**src/sirq_pkg.sv**
```systemverilog
// sirq_pkg: register map, field positions and reset values of the
// secondary interrupt status bank.
// assumes: a plain register port with 16-bit data and 16-bit addresses.

package sirq_pkg;

	// ************************************************************
	// bus geometry
	// ************************************************************
	localparam int ADDR_W = 16; // register address width
	localparam int DATA_W = 16; // register data width
	localparam int REG_CNT = 5; // number of flag registers

	// ************************************************************
	// flag register offsets
	// ************************************************************
	localparam logic [15:0] CORE_REQUEST_EVENT_FLAGS = 16'h190A;
	localparam logic [15:0] OUTPUT_SHORT_EVENT_FLAGS = 16'h190B;
	localparam logic [15:0] OUTPUT_ENABLE_DONE_FLAGS = 16'h190C;
	localparam logic [15:0] OUTPUT_DISABLE_DONE_FLAGS = 16'h190D;
	localparam logic [15:0] CONVERTER_SATURATE_FLAGS = 16'h190E;
	// mask registers, one per flag register, same layout
	localparam logic [15:0] MASK_OFS_BASE = 16'h1A0A;

	// flag offsets indexed by register number
	localparam logic [REG_CNT-1:0][15:0] FLAG_OFS = {
		CONVERTER_SATURATE_FLAGS, OUTPUT_DISABLE_DONE_FLAGS,
		OUTPUT_ENABLE_DONE_FLAGS, OUTPUT_SHORT_EVENT_FLAGS,
		CORE_REQUEST_EVENT_FLAGS};

	// defined bits of each register; the rest read zero
	localparam logic [REG_CNT-1:0][15:0] VALID_BITS = {
		16'h1000, 16'h003F, 16'h003F, 16'h033F, 16'hFFFF};

	// ************************************************************
	// reset values
	// ************************************************************
	localparam logic [15:0] FLAG_RESET = 16'h0000; // flags clear
	// all events masked after reset
	localparam logic [REG_CNT-1:0][15:0] MASK_RESET = VALID_BITS;

	// ************************************************************
	// positions in the raw event vector
	// ************************************************************
	localparam int CORE_LSB = 0; // 16 core requests, request n at n-1
	localparam int SHORT_LSB = 16; // 8 short detections
	localparam int ON_LSB = 24; // 6 enable-done indications
	localparam int OFF_LSB = 30; // 6 disable-done indications
	localparam int CLIP_BIT = 36; // converter saturation
	localparam int EV_W = 37; // raw event vector width

	// ************************************************************
	// positions inside the registers
	// ************************************************************
	localparam int SHORT_LOW_N = 6; // outputs one to three, bits 5:0
	localparam int SHORT_HI_LSB = 8; // output four, bits 9:8
	localparam int DONE_N = 6; // done flags, bits 5:0
	localparam int CLIP_POS = 12; // saturation flag bit

endpackage : sirq_pkg

```
**src/sirq_bank.sv**
```systemverilog
// sirq_bank: sticky event flags of the second interrupt group, with
// masks and one level interrupt output.
// assumes: event sources are asynchronous levels; registers are reached
// over a plain strobe port with read data one cycle after the strobe.
//
// Behaviour
// - sixteen core request flags at 0x190A
// - short flags per output at 0x190B
// - enable-done flags at 0x190C bits 5:0
// - disable-done flags at 0x190D, same layout
// - converter saturation sets bit 12 of 0x190E
// - flags stick until written one; zero ignored
//
// Strobed register access was chosen for this implementation.

`timescale 1ns/1ns

module sirq_bank #(
	parameter int ADDR_W = sirq_pkg::ADDR_W,
	parameter int DATA_W = sirq_pkg::DATA_W
) (
	input wire logic clk,
	input wire logic reset,
	input wire logic [ADDR_W-1:0] reg_addr,
	input wire logic [DATA_W-1:0] reg_wdata,
	input wire logic reg_wr,
	input wire logic reg_rd,
	output logic [DATA_W-1:0] reg_rdata,
	input wire logic [15:0] core_req,
	input wire logic [7:0] out_short,
	input wire logic [5:0] out_on_done,
	input wire logic [5:0] out_off_done,
	input wire logic converter_clip,
	output logic irq
);

	// ************************************************************
	// event inputs
	// ************************************************************
	logic [sirq_pkg::EV_W-1:0] ev_raw; // all sources side by side
	logic [sirq_pkg::EV_W-1:0] ev_level; // synchronised levels
	logic [sirq_pkg::EV_W-1:0] ev_rise; // one-cycle rising pulses

	// gather the sources in a fixed order
	assign ev_raw = {converter_clip, out_off_done, out_on_done, out_short, core_req};

	// bring every source into the clk domain
	sirq_sync #(
		.W(sirq_pkg::EV_W)
	) u_sync (
		.clk(clk),
		.reset(reset),
		.async_in(ev_raw),
		.sync_out(ev_level)
	);

	// detect rising edges on the synchronised levels
	sirq_edge #(
		.W(sirq_pkg::EV_W)
	) u_edge (
		.clk(clk),
		.reset(reset),
		.level(ev_level),
		.rise(ev_rise)
	);

	// ************************************************************
	// map events onto register bits
	// ************************************************************
	logic [sirq_pkg::REG_CNT-1:0][15:0] ev_set; // set requests per register

	// core request bits
	// request n drives bit n-1, request sixteen bit 15
	assign ev_set[0] = ev_rise[sirq_pkg::CORE_LSB +: 16];
	// short detection bits
	// outputs one to three on 5:0, output four on 9:8, right above left
	assign ev_set[1] = {6'h00, ev_rise[sirq_pkg::SHORT_LSB + sirq_pkg::SHORT_LOW_N +: 2], 2'h0,
		ev_rise[sirq_pkg::SHORT_LSB +: sirq_pkg::SHORT_LOW_N]};
	// enable-done bits
	// bits 5:4 are fed by the shared output three and four indication
	assign ev_set[2] = {10'h000, ev_rise[sirq_pkg::ON_LSB +: sirq_pkg::DONE_N]};
	// disable-done bits
	// same layout as the enable-done register
	assign ev_set[3] = {10'h000, ev_rise[sirq_pkg::OFF_LSB +: sirq_pkg::DONE_N]};
	// saturation bit
	// only bit 12 of this register is defined
	assign ev_set[4] = {3'h0, ev_rise[sirq_pkg::CLIP_BIT], 12'h000};

	// ************************************************************
	// flag, mask and read-data state
	// ************************************************************
	logic [sirq_pkg::REG_CNT-1:0][15:0] flag_q; // sticky flags
	logic [sirq_pkg::REG_CNT-1:0][15:0] flag_d; // next flags
	logic [sirq_pkg::REG_CNT-1:0][15:0] mask_q; // one masks a flag
	logic [sirq_pkg::REG_CNT-1:0][15:0] mask_d; // next masks
	logic [sirq_pkg::REG_CNT-1:0][15:0] clr_bits; // write-one clear bits
	logic [DATA_W-1:0] rdata_q; // read data, valid the cycle after a read
	logic [DATA_W-1:0] rdata_d; // next read data

	// decode writes, update flags and masks, pick the read data
	always_comb begin
		rdata_d = '0;
		for (int r = 0; r < sirq_pkg::REG_CNT; r++) begin
			// write one clears
			// a zero in the write data leaves the flag as it is
			if (reg_wr && (reg_addr == sirq_pkg::FLAG_OFS[r])) begin
				clr_bits[r] = reg_wdata[15:0];
			end else begin
				clr_bits[r] = 16'h0000;
			end
			// undefined bits stay zero
			// a new edge wins over a clear in the same cycle
			flag_d[r] = ((flag_q[r] & ~clr_bits[r]) | ev_set[r]) & sirq_pkg::VALID_BITS[r];
			// masks take plain writes at their own offsets
			if (reg_wr && (reg_addr == sirq_pkg::MASK_OFS_BASE + 16'(r))) begin
				mask_d[r] = reg_wdata[15:0] & sirq_pkg::VALID_BITS[r];
			end else begin
				mask_d[r] = mask_q[r];
			end
			// reads return the value before this cycle's update
			if (reg_rd && (reg_addr == sirq_pkg::FLAG_OFS[r])) begin
				rdata_d = flag_q[r];
			end else if (reg_rd && (reg_addr == sirq_pkg::MASK_OFS_BASE + 16'(r))) begin
				rdata_d = mask_q[r];
			end
		end
	end

	// register flags, masks and read data
	always_ff @(posedge clk) begin
		if (reset) begin
			for (int r = 0; r < sirq_pkg::REG_CNT; r++) begin
				flag_q[r] <= sirq_pkg::FLAG_RESET;
				mask_q[r] <= sirq_pkg::MASK_RESET[r];
			end
			rdata_q <= '0;
		end else begin
			flag_q <= flag_d;
			mask_q <= mask_d;
			rdata_q <= rdata_d;
		end
	end

	// read data stand one cycle, zero otherwise
	assign reg_rdata = rdata_q;

	// ************************************************************
	// interrupt output
	// ************************************************************
	logic [sirq_pkg::REG_CNT-1:0] reg_pending; // unmasked flag per register

	// one pending term per register
	generate
		for (genvar g = 0; g < sirq_pkg::REG_CNT; g++) begin : g_pend
			assign reg_pending[g] = |(flag_q[g] & ~mask_q[g]);
		end
	endgenerate

	// level output, high while any unmasked flag is set
	assign irq = |reg_pending;

	// helper: write-one clear bits of the core and short registers
	logic [15:0] clr_core; // clear bits aimed at the core flags
	logic [15:0] clr_short; // clear bits aimed at the short flags
	assign clr_core = clr_bits[0];
	assign clr_short = clr_bits[1];
endmodule : sirq_bank

```
**src/sirq_sync.sv**
```systemverilog
// sirq_sync: two-stage level synchroniser, one stage pair per bit.
// assumes: inputs come from another domain; only the second stage is read.

`timescale 1ns/1ns

module sirq_sync #(
	parameter int W = 8
) (
	input wire logic clk,
	input wire logic reset,
	input wire logic [W-1:0] async_in,
	output logic [W-1:0] sync_out
);

	// ************************************************************
	// synchroniser stages
	// ************************************************************
	logic [W-1:0] meta_q; // first stage, read only by second stage
	logic [W-1:0] sync_q; // second stage, safe to use

	// shift the level through two flops
	always_ff @(posedge clk) begin
		if (reset) begin
			meta_q <= '0;
			sync_q <= '0;
		end else begin
			meta_q <= async_in;
			sync_q <= meta_q;
		end
	end

	assign sync_out = sync_q;

endmodule : sirq_sync

```
**src/sirq_edge.sv**
```systemverilog
// sirq_edge: rising-edge detector for a vector of synchronised levels.
// assumes: levels are already in the clk domain.

`timescale 1ns/1ns

module sirq_edge #(
	parameter int W = 8
) (
	input wire logic clk,
	input wire logic reset,
	input wire logic [W-1:0] level,
	output logic [W-1:0] rise
);

	// ************************************************************
	// previous level
	// ************************************************************
	logic [W-1:0] prev_q; // level seen last cycle
	logic [W-1:0] prev_d; // next previous level

	// next value is simply the current level
	always_comb begin
		prev_d = level;
	end

	// register the level
	always_ff @(posedge clk) begin
		if (reset) begin
			prev_q <= '0;
		end else begin
			prev_q <= prev_d;
		end
	end

	// a one-cycle pulse where the level goes from low to high
	assign rise = level & ~prev_q;

endmodule : sirq_edge

```
**config.mk**
```make
export PLATFORM = sky130hd
export DESIGN_NAME = sirq_bank
export DESIGN_NICKNAME = d
export VERILOG_FILES = /design/src/sirq_pkg.sv /design/src/sirq_bank.sv /design/src/sirq_sync.sv /design/src/sirq_edge.sv
export SDC_FILE = /design/constraint.sdc
export NUM_CORES = 1
export LEC_CHECK = 0
export CORE_ASPECT_RATIO = 0.5
export CORE_MARGIN = 2
export CORE_UTILIZATION = 35
export CTS_CLUSTER_DIAMETER = 100
export CTS_CLUSTER_SIZE = 28
export DETAILED_ROUTE_END_ITERATION = 6
export DONT_BUFFER_PORTS = 1
export HOLD_SLACK_MARGIN = 0.02
export PLACE_DENSITY = 0.61
export SYNTH_ARGS = -nofsm -noshare
export SYNTH_HDL_FRONTEND = slang
export SYNTH_HIERARCHICAL = 1
export SYNTH_SLANG_ARGS = --single-unit
```
**constraint.sdc**
```tcl
create_clock -name clk -period 2.3 [get_ports clk]
set_input_delay 0.69 -clock clk [delete_from_list [all_inputs] [get_ports clk]]
set_output_delay 0.69 -clock clk [all_outputs]
set_load 0.02 [all_outputs]
```
Word-level counts from Yosys, hierarchy flattened
Cells that the tools add are included.

operators by class
  equal/unequal tests = 10
  mux-type cells = 15
  bitwise logic cells = 27
  reduce and logical (&&, ||, !) cells = 21

operator list
  cell                    number
  $mux W16                11
  $eq A16 B13 Y1 const B  10
  $reduce_or A80 Y1       1
  $and A37 B37 Y37        1
  $not A37 Y37            1
  $and A16 B16 Y16        2
  $and A6 B16 Y16         2
  $not A16 Y16            2
  $not A6 Y16             2
  $logic_and A1 B1 Y1     20
  $and A10 B16 Y16        1
  $and A13 B16 Y16        1
  $not A10 Y16            1
  $not A13 Y16            1
  $or A16 B16 Y16         1
  $and A13 B13 Y13        1
  $mux W13                1
  $not A13 Y13            1
  $or A13 B13 Y13         1
  $and A6 B6 Y6           2
  $mux W6                 2
  $not A6 Y6              2
  $or A6 B6 Y6            2
  $and A10 B10 Y10        1
  3 further kinds         3

word-level totals
  bits in registers = 201
  output and inout bits = 17

Longest topological paths before layout
Gate-level depths: netlist of run 1.

  depth in word-level cells = 12
  mapped depth = 8
  depth with buffers taken out = 5

Cells and area by module
Netlist of run 1, hierarchy kept.

by module, submodules not included
  module     times used  cells an instance  area each (um2)  seq. area each (um2)
  sirq_bank  1           560                4445.5           1801.7
  sirq_sync  1           156                2028.2           1481.4
  sirq_edge  1           114                1255.0           740.7

Worst setup path before layout of run 1
OpenSTA, ideal clock, no wires.

  kind = input port to flip-flop
  from = input port reg_addr[13]
  to = register mask_q[34] in the netlist's numbering
  library setup time = 120 ps
  arrival time = 1941 ps
  slack = 240 ps
  stages on the path = 7
  buffers on the path = 2
  cells stage by stage = and4bb_1 buf_4 and4_4 and3b_2 buf_6 nor2b_1 a211o_1

between the ends
  longest elaborated chain between the ends = 2

ends and longest elaborated chain
  item                             line              RTL
  from (decl)                      sirq_bank.sv:24   input wire logic [ADDR_W-1:0] reg_addr,
  $eq A16 B13 Y1                   sirq_bank.sv:115  if (reg_wr && (reg_addr == sirq_pkg::MASK_OFS_BASE + 16'(r))) begin
  $logic_and A1 B1 Y1              sirq_bank.sv:115
  to (signal, indexed assignment)  sirq_bank.sv:134  mask_q[r] <= sirq_pkg::MASK_RESET[r];
  to (signal assigned)             sirq_bank.sv:139  mask_q <= mask_d;
  to (decl)                        sirq_bank.sv:94   logic [sirq_pkg::REG_CNT-1:0][15:0] mask_q;

No other way between the ends.
A chain may end at the register's enable or synchronous reset.

Final worst setup path of run 1
  from = register mask_q[52] in the netlist's numbering
  to = output port irq

between the ends
  longest elaborated chain between the ends = 3

ends and longest elaborated chain
  item               line              RTL
  $not A6 Y16        sirq_bank.sv:155  assign reg_pending[g] = |(flag_q[g] & ~mask_q[g]);
  $and A6 B16 Y16    sirq_bank.sv:155
  $reduce_or A80 Y1  sirq_bank.sv:160  assign irq = |reg_pending;
  to (decl)          sirq_bank.sv:34   output logic irq

No other way between the ends.

==> qor.yml, run 1 <==
die:
  boundaryPins: 90
  num_rows: 38
  dieArea_sq_um: 23400
  coreArea_sq_um: 21700
  die_x_microns: 214
  die_h_microns: 109
  start_util_pct: 35.6
yosys:
  synth_cells: 830
  synthTopCellsByArea: "dfxtp_1 52%, nor2b_1 13%, inv_1 3.8%"
  ys_seq_area_share_pct: 52.1
  postSynthAreaPerCell_sq_um: 9.31
  async_flop_share_pct: 0
  synth_edf_count: 0
  yosys.area.top_type: "dfxtp_1"
  synth_top_area_share_pct: 52.1
  synth_cell_types: 59
  synthFlopType: "dfxtp_1"
  netlist_area_sq_um: 7730
  synth-seq-cells: 201
  yosys_warnings: 6
  syn-num-nets: 903
route:
  dr_wl_met2_microns: 8160
  drcViolationCount: 0
  routed_via_density: 4.90
  first_pass_iters: 5
  route.vias.total: 5570
  drtAntennaViolNets: 0
  wire_per_inst_microns: 18.1
  top_layer: "met5"
  m1WireLength_microns: 10600
  dr_wl_met3_microns: 1450
  drtIter0Drc: 490
  drt_wl_total_microns: 20600
cells_and_area:
  final_core_util_pct: 38.7
  drive_gt1_share_pct: 8.18
  multiInputGateArea_sq_um: 3130
  fillers: 2224
  fin_nets: 905
  seqCellArea_sq_um: 4030
  fin_area_sq_um: 8400
  area_delta_synth_final_pct: 8.63
sta:
  finalMaxSlewViolations: 0
  tightest_slew_ns: 0.485
  rsz0062_at_grt: "yes"
  fmax_ghz: 0.384
  fin_ws_ns: -0.304
  slew_headroom_pct: 67.6
  setup_viol: 1
  fin_worst_skew_ns: 0.0365
  finalHoldViolations: 0
  fin_crit_sh_pct: 113
  min_period_ns: 2.60
power_and_ir_drop:
  p_leak_nw: 3.06
  p_per_area_nw_per_um2: 707
  vdd_drop_max_mv: 0.382
worst_setup_path:
  worstSetupStartpointType: "flop"
  required_ns: 1.61
  cp.arrival_ns: 1.91
  critPathKind: "flop to output pin"
  critPathMaxFanout: 3
  end_kind: "output pin"
global_route:
  grt-ovfl-total: 0
  grt_first_pass_wirelength_microns: 31200
  grt_max_degree: 173
  grt_pass1_vias: 5237
  antenna_found_initial: 6
  grt_usage_pct: 17.4
clock_network:
  clkTransAtPathRegs_ns: 0.11
  numCtsBuffers: 11
  root_buffer: "clkbuf_16"
  htreeDepth: 1
  clock_sinks: 201
  cts_setup_buffers: 0
  clock_latency_ns: 0.47
  cts.path.max_buffers: 3
  cts_tree: "yes"
outcome:
  violations: "setup timing"
  status: "complete, but fails checks"
place:
  portBuffers: 0
  hpwl_microns: 15300
  gp_congestion: 0.921
  post_dp_cell_area_sq_um: 8080
hold_path:
  hold_class: "primary input to flop"
flow_run:
  maxCapViolCount: 0
-- cells in the mapped netlist (all sizes together) (2+ instances only) --
| cell type | n |
|---|---|
| a22oi | 9 |
| nor4 | 10 |
| dfxtp | 201 |
| nand2 | 38 |
| nand3 | 20 |
| o2bb2ai | 3 |
| nor4b | 2 |
| nand4b | 2 |
| a222oi | 4 |
| mux2i | 11 |
| o21ai | 57 |
| nand3b | 2 |
| a31oi | 4 |
| and3 | 2 |
| clkbuf | 14 |
| and4b | 3 |
| nor2b | 161 |
| nor3 | 12 |
| and2b | 8 |
| or2 | 2 |
| buf | 26 |
| a211oi | 2 |
| and4 | 2 |
| nand2b | 9 |
| o211a | 2 |
| inv | 79 |
| and2 | 2 |
| a32oi | 2 |
| a21oi | 47 |
| nand4 | 11 |
| o22ai | 16 |
| nor2 | 36 |
| a211o | 18 |
-- cells in the final DEF (no fill, tap or decap), drive strengths merged, types with 2 or more instances in the layout --
master   synthesis  routed
nor4            10      10
diode            0       5
a32oi            2       2
nor2b          161     161
nor3            12      12
buf             26      29
a222oi           4       4
nand4b           2       2
nand3           20      20
nand2b           9       9
a21oi           47      47
and2             2       2
o21ai           57      57
o2bb2ai          3       3
dfxtp          201     201
nor2            36      36
clkbuf          14      11
or2              2       2
clkinv           1       2
mux2i           11      11
o22ai           16      16
and3             2       2
nand3b           2       2
inv             79      79
nor4b            2       2
a211oi           2       2
and4b            3       3
a31oi            4       4
a211o           18      18
and4             2       2
o211a            2       2
nand4           11      11
a22oi            9       9
nand2           38      38
and2b            8       8
-- power by group --
part	internal [mW]	total, mW	switching [mW]
sequential	3.59	3.65	0.0560
clock	0.892	2.00	1.11
combinational	0.134	0.286	0.152
-- cell type report --
type,count,share of cell area [%]
diodes,5,0.149
clock buffers,11,3.28
clock inverters,1,0.358
inverters,80,3.58
multi-input cells,509,37.3
flip-flops and latches,201,47.9
well taps,300,4.47
repair buffers,29,2.89
-- cell families (layout without fill, tap and decap cells) --
| logic type | count (synthesis) | count (layout) | share of synthesized area [%] |
|---|---|---|---|
| XOR/XNOR | 1 | 1 | 0.113 |
| multiplexers | 12 | 12 | 1.57 |
| other | 0 | 5 | 0 |
| flip-flops | 201 | 201 | 52.1 |
| buffers and inverters | 120 | 121 | 7.38 |
| AND/OR/NAND/NOR | 326 | 326 | 25.3 |
| AO/OA/AOI/OAI | 170 | 170 | 13.6 |
-- layer usage --
layer  up-vias  track usage, %
met4         2            3.92
li1       2759               -
met3        27            4.38
met5         -               0
met1      2606            25.5
met2       176            25.6
-- critical path, cell delays in order (launching register included) --
cell and delay (ns):
dfxtp_1 0.32, inv_1 0.07, a222oi_1 0.33, o2111ai_1 0.21, nor4_1 0.21, nand4_1 0.12
buf_4 0.18
-- stage by stage --
stage / setup WS (ns) / hold WS (ns) / power, mW / std cells / TNS [ns]
after floorplan: 0.240 / 0.414 / 3.96 / 830 / 0
after global placement: 0.0806 / 0.425 / 4.01 / 1119 / 0
after detailed placement: 0.0620 / 0.425 / 4.01 / 1119 / 0
after CTS: -0.346 / 0.271 / 6.02 / 1131 / -0.346
after global routing: -0.430 / 0.275 / 6.17 / 1133 / -0.430
final: -0.304 / 0.301 / 5.93 / 1136 / -0.304
-- worst paths after layout --
| path | start | to | slack [ns] | cells after the start |
|---|---|---|---|---|
| min reg2reg | u_sync/meta_q[22]$_SDFF_PP0_ | u_sync/sync_out[22]$_SDFF_PP0_ | 0.42 | 1 |
| max | mask_q[52]$_SDFFE_PP1P_ | irq | -0.30 | 6 |
| min | reset | u_sync/meta_q[14]$_SDFF_PP0_ | 0.30 | 1 |
| max reg2reg | mask_q[2]$_SDFFE_PP1P_ | reg_rdata[2]$_SDFF_PP0_ | 0.90 | 6 |
-- timing repair --
item	in CTS	in global routing
pin swaps	1	0
hold buffers	0	0
resized for setup	1	0
setup endpoints to repair	1	1
-- flip-flops by register name, indices dropped and copies added, names as in the netlist --
register         count
u_sync/sync_out     37
flag_q              37
mask_q              37
u_edge/prev_q       37
reg_rdata           16
u_sync/meta_q       37
Power figures use the tool's default switching activity.
==> run 2, diff against run 1 <==
--- a/config.mk
+++ b/config.mk
@@ -8,3 +8,2 @@
 export CORE_ASPECT_RATIO = 0.5
-export CORE_MARGIN = 2
 export CORE_UTILIZATION = 35
==> constraint.sdc (replaced) <==
create_clock -name clk -period 2.3 [get_ports clk]
set_input_delay 0.115 -clock clk [delete_from_list [all_inputs] [get_ports clk]]
set_output_delay 0.115 -clock clk [all_outputs]
set_load 0.02 [all_outputs]
==> run 2 against run 1 <==
Compared with the run above:
- highest routed layer unchanged
- first-iteration DRC count increased by 9.8%
- worst hold slack got worse by 0.27 ns
- die area shrank 2.8%
- clock skew about the same
- cell count increased by 6.3%
- largest power group unchanged
- the run now ends clean
- sequential power about the same
- sequential cell count did not move
- design area up 10%
- non-clock buffer count up 84
- clock power up 3%
- via count increased by 7.5%
==> qor.yml, run 2 (synthesized netlist as in run 1, its figures left out) <==
power_and_ir_drop:
  p_leak_nw: 3.49  # +14%
  p_per_area_nw_per_um2: 664  # -6.0%
  vdd_drop_max_mv: 0.376  # -1.5%
worst_setup_path:
  worstSetupStartpointType: "primary input"
  reg2reg_slack_ns: 0.78  # -0.12 ns
  reg2reg_depth: 5  # -1
  regToRegEndpoint: "reg_rdata[12]$_SDFF_PP0_"
  cp.arrival_ns: 2.63  # +0.72 ns
  critPathMaxFanout: 8  # +5
  end_kind: "flop"
  critPathKind: "primary input to flop"
  regToRegStartpoint: "mask_q[76]$_SDFFE_PP1P_"
  required_ns: 2.67  # +1.06 ns
die:
  dieArea_sq_um: 22700  # -2.8%
  die_h_microns: 107  # -1.8%
  die_x_microns: 212  # -0.93%
  coreArea_sq_um: 21100  # -2.6%
  num_rows: 37  # -2.6%
  start_util_pct: 36.6  # +0.96 points
  boundaryPins: 90  # unchanged
global_route:
  grt_usage_pct: 19.5  # +2.1 points
  antenna_found_initial: 2  # -4
  grt_max_degree: 126  # -27%
  grt_first_pass_wirelength_microns: 33800  # +8.4%
  grt_pass1_vias: 5819  # +11%
  grt-ovfl-total: 0  # unchanged
clock_network:
  htreeDepth: 1  # unchanged
  cts.path.max_buffers: 3  # unchanged
  clock_latency_ns: 0.47  # about the same
  numCtsBuffers: 11  # unchanged
  cts_tree: "yes"
  root_buffer: "clkbuf_16"
  clock_sinks: 201  # unchanged
  clkTransAtPathRegs_ns: 0.12  # about the same
hold_path:
  whs_endpoint: "reg_rdata[2]$_SDFF_PP0_"
  hold_class: "primary input to flop"
  min_from: "reg_addr[1]"
  whs_path_depth: 3  # +2
sta:
  setup_viol: 0  # -1
  worst_hold_slack_ns: 0.0324  # -0.269 ns
  min_period_ns: 2.26  # -0.344 ns
  fin_crit_sh_pct: 98.3  # -15 points
  finalMaxSlewViolations: 0  # unchanged
  finalHoldViolations: 0  # unchanged
  fin_worst_skew_ns: 0.0363  # -0.000145 ns
  slew_headroom_pct: 55.4  # -12 points
  tightest_slew_ns: 0.664  # +0.179 ns
  fin_tns_setup_ns: 0  # +0.304 ns
  rsz0062_at_grt: "no"
  fmax_ghz: 0.442  # +15%
route:
  drt_wl_total_microns: 21900  # +6.5%
  first_pass_iters: 5  # unchanged
  drtIter0Drc: 538  # +9.8%
  routed_via_density: 4.96  # +1.1%
  wire_per_inst_microns: 18.2  # +0.16%
  drtAntennaViolNets: 0  # unchanged
  drcViolationCount: 0  # unchanged
  route.vias.total: 5987  # +7.5%
cells_and_area:
  layoutNonFillerInstCount: 1208  # +6.3%
  area_delta_synth_final_pct: 19.8
  fin_nets: 989  # +9.3%
  fin_area_sq_um: 9260  # +10%
  fillers: 2119  # -4.7%
  layout_commonest_cell: "dfxtp_1"
  drive_gt1_share_pct: 5.57  # -2.6 points
  mostFrequentLayoutCells: "201 x dfxtp_1, 160 x nor2b_1, 101 x dlygate4sd3_1, 79 x inv_1"
place:
  gp_congestion: 0.934  # +1.4%
  post_dp_cell_area_sq_um: 7910  # -2.1%
  place_inst: 1093  # -2.3%
  hpwl_microns: 15100  # -1.3%
  portBuffers: 0  # unchanged
outcome:
  status: "finished clean"
flow_run:
  maxCapViolCount: 0  # unchanged
run 2: per-layer routing:
metal / routed length (microns) / up-vias / track usage [%]
li1: - / 2929 / -
met1: 10900 / 2832 / 29.0
met2: 8800 / 195 / 28.1
met3: 1800 / 29 / 4.48
met4: 432 / 2 / 4.50
met5: 17 / - / 0
run 2: final cells by class:
| type | count | area [sq um] | area share, % |
|---|---|---|---|
| inverter | 80 | 300 | 3.24 |
| sequential | 201 | 4020 | 43.5 |
| clock buffer | 11 | 275 | 2.97 |
| antenna | 1 | 2.50 | 0.0270 |
| multi-input combinational | 509 | 3140 | 33.9 |
| timing repair buffer | 113 | 1120 | 12.1 |
| tap | 292 | 365 | 3.95 |
| clock inverter | 1 | 30.0 | 0.324 |
run 2: through the flow:
stage	total power [mW]	worst slack (ns)	util, %
6_report	6.14	0.0401	43.8
5_1_grt	6.37	0.00724	43.8
4_1_cts	6.19	0.104	43.8
3_5_place_dp	3.99	0.362	37.5
3_3_place_gp	3.99	0.424	37.5
2_1_floorplan	3.96	0.815	-
run 2: worst max-delay path: stages:
cell and delay [ns]:
dlygate4sd3_1 0.56, nor2_2 0.38, nand4_2 0.27, or2_1 0.44, o21ai_1 0.21, a21oi_1 0.08
dlygate4sd3_1 0.56
run 2: report_power, final:
group          internal (mW)  switching [mW]  total, mW  leakage (nW)
Sequential              3.59          0.0565       3.65          1.64
Combinational          0.231           0.220      0.451          1.70
Clock                  0.894            1.15       2.05         0.147
run 2: worst max path at each step:
| stage | from | end | slack [ns] | depth (start not counted) |
|---|---|---|---|---|
| after floorplan | reg_addr[13] | mask_q[34]$_SDFFE_PP1P_ | 0.81 | 7 |
| after global placement | reg_addr[13] | reg_rdata[3]$_SDFF_PP0_ | 0.42 | 5 |
| after detailed placement | reg_addr[13] | reg_rdata[3]$_SDFF_PP0_ | 0.36 | 5 |
| after CTS | reg_addr[2] | flag_q[14]$_SDFF_PP0_ | 0.10 | 8 |
| after global routing | reg_addr[15] | flag_q[25]$_SDFF_PP0_ | 0.007 | 7 |
| final | reg_addr[15] | flag_q[24]$_SDFF_PP0_ | 0.04 | 7 |
run 2: timing repair:
item,4_1_cts,5_1_grt
gates resized for setup,0,1
hold buffers,102,0
endpoints found under the setup margin,0,9
setup buffers,0,0
hold endpoints to repair,196,0
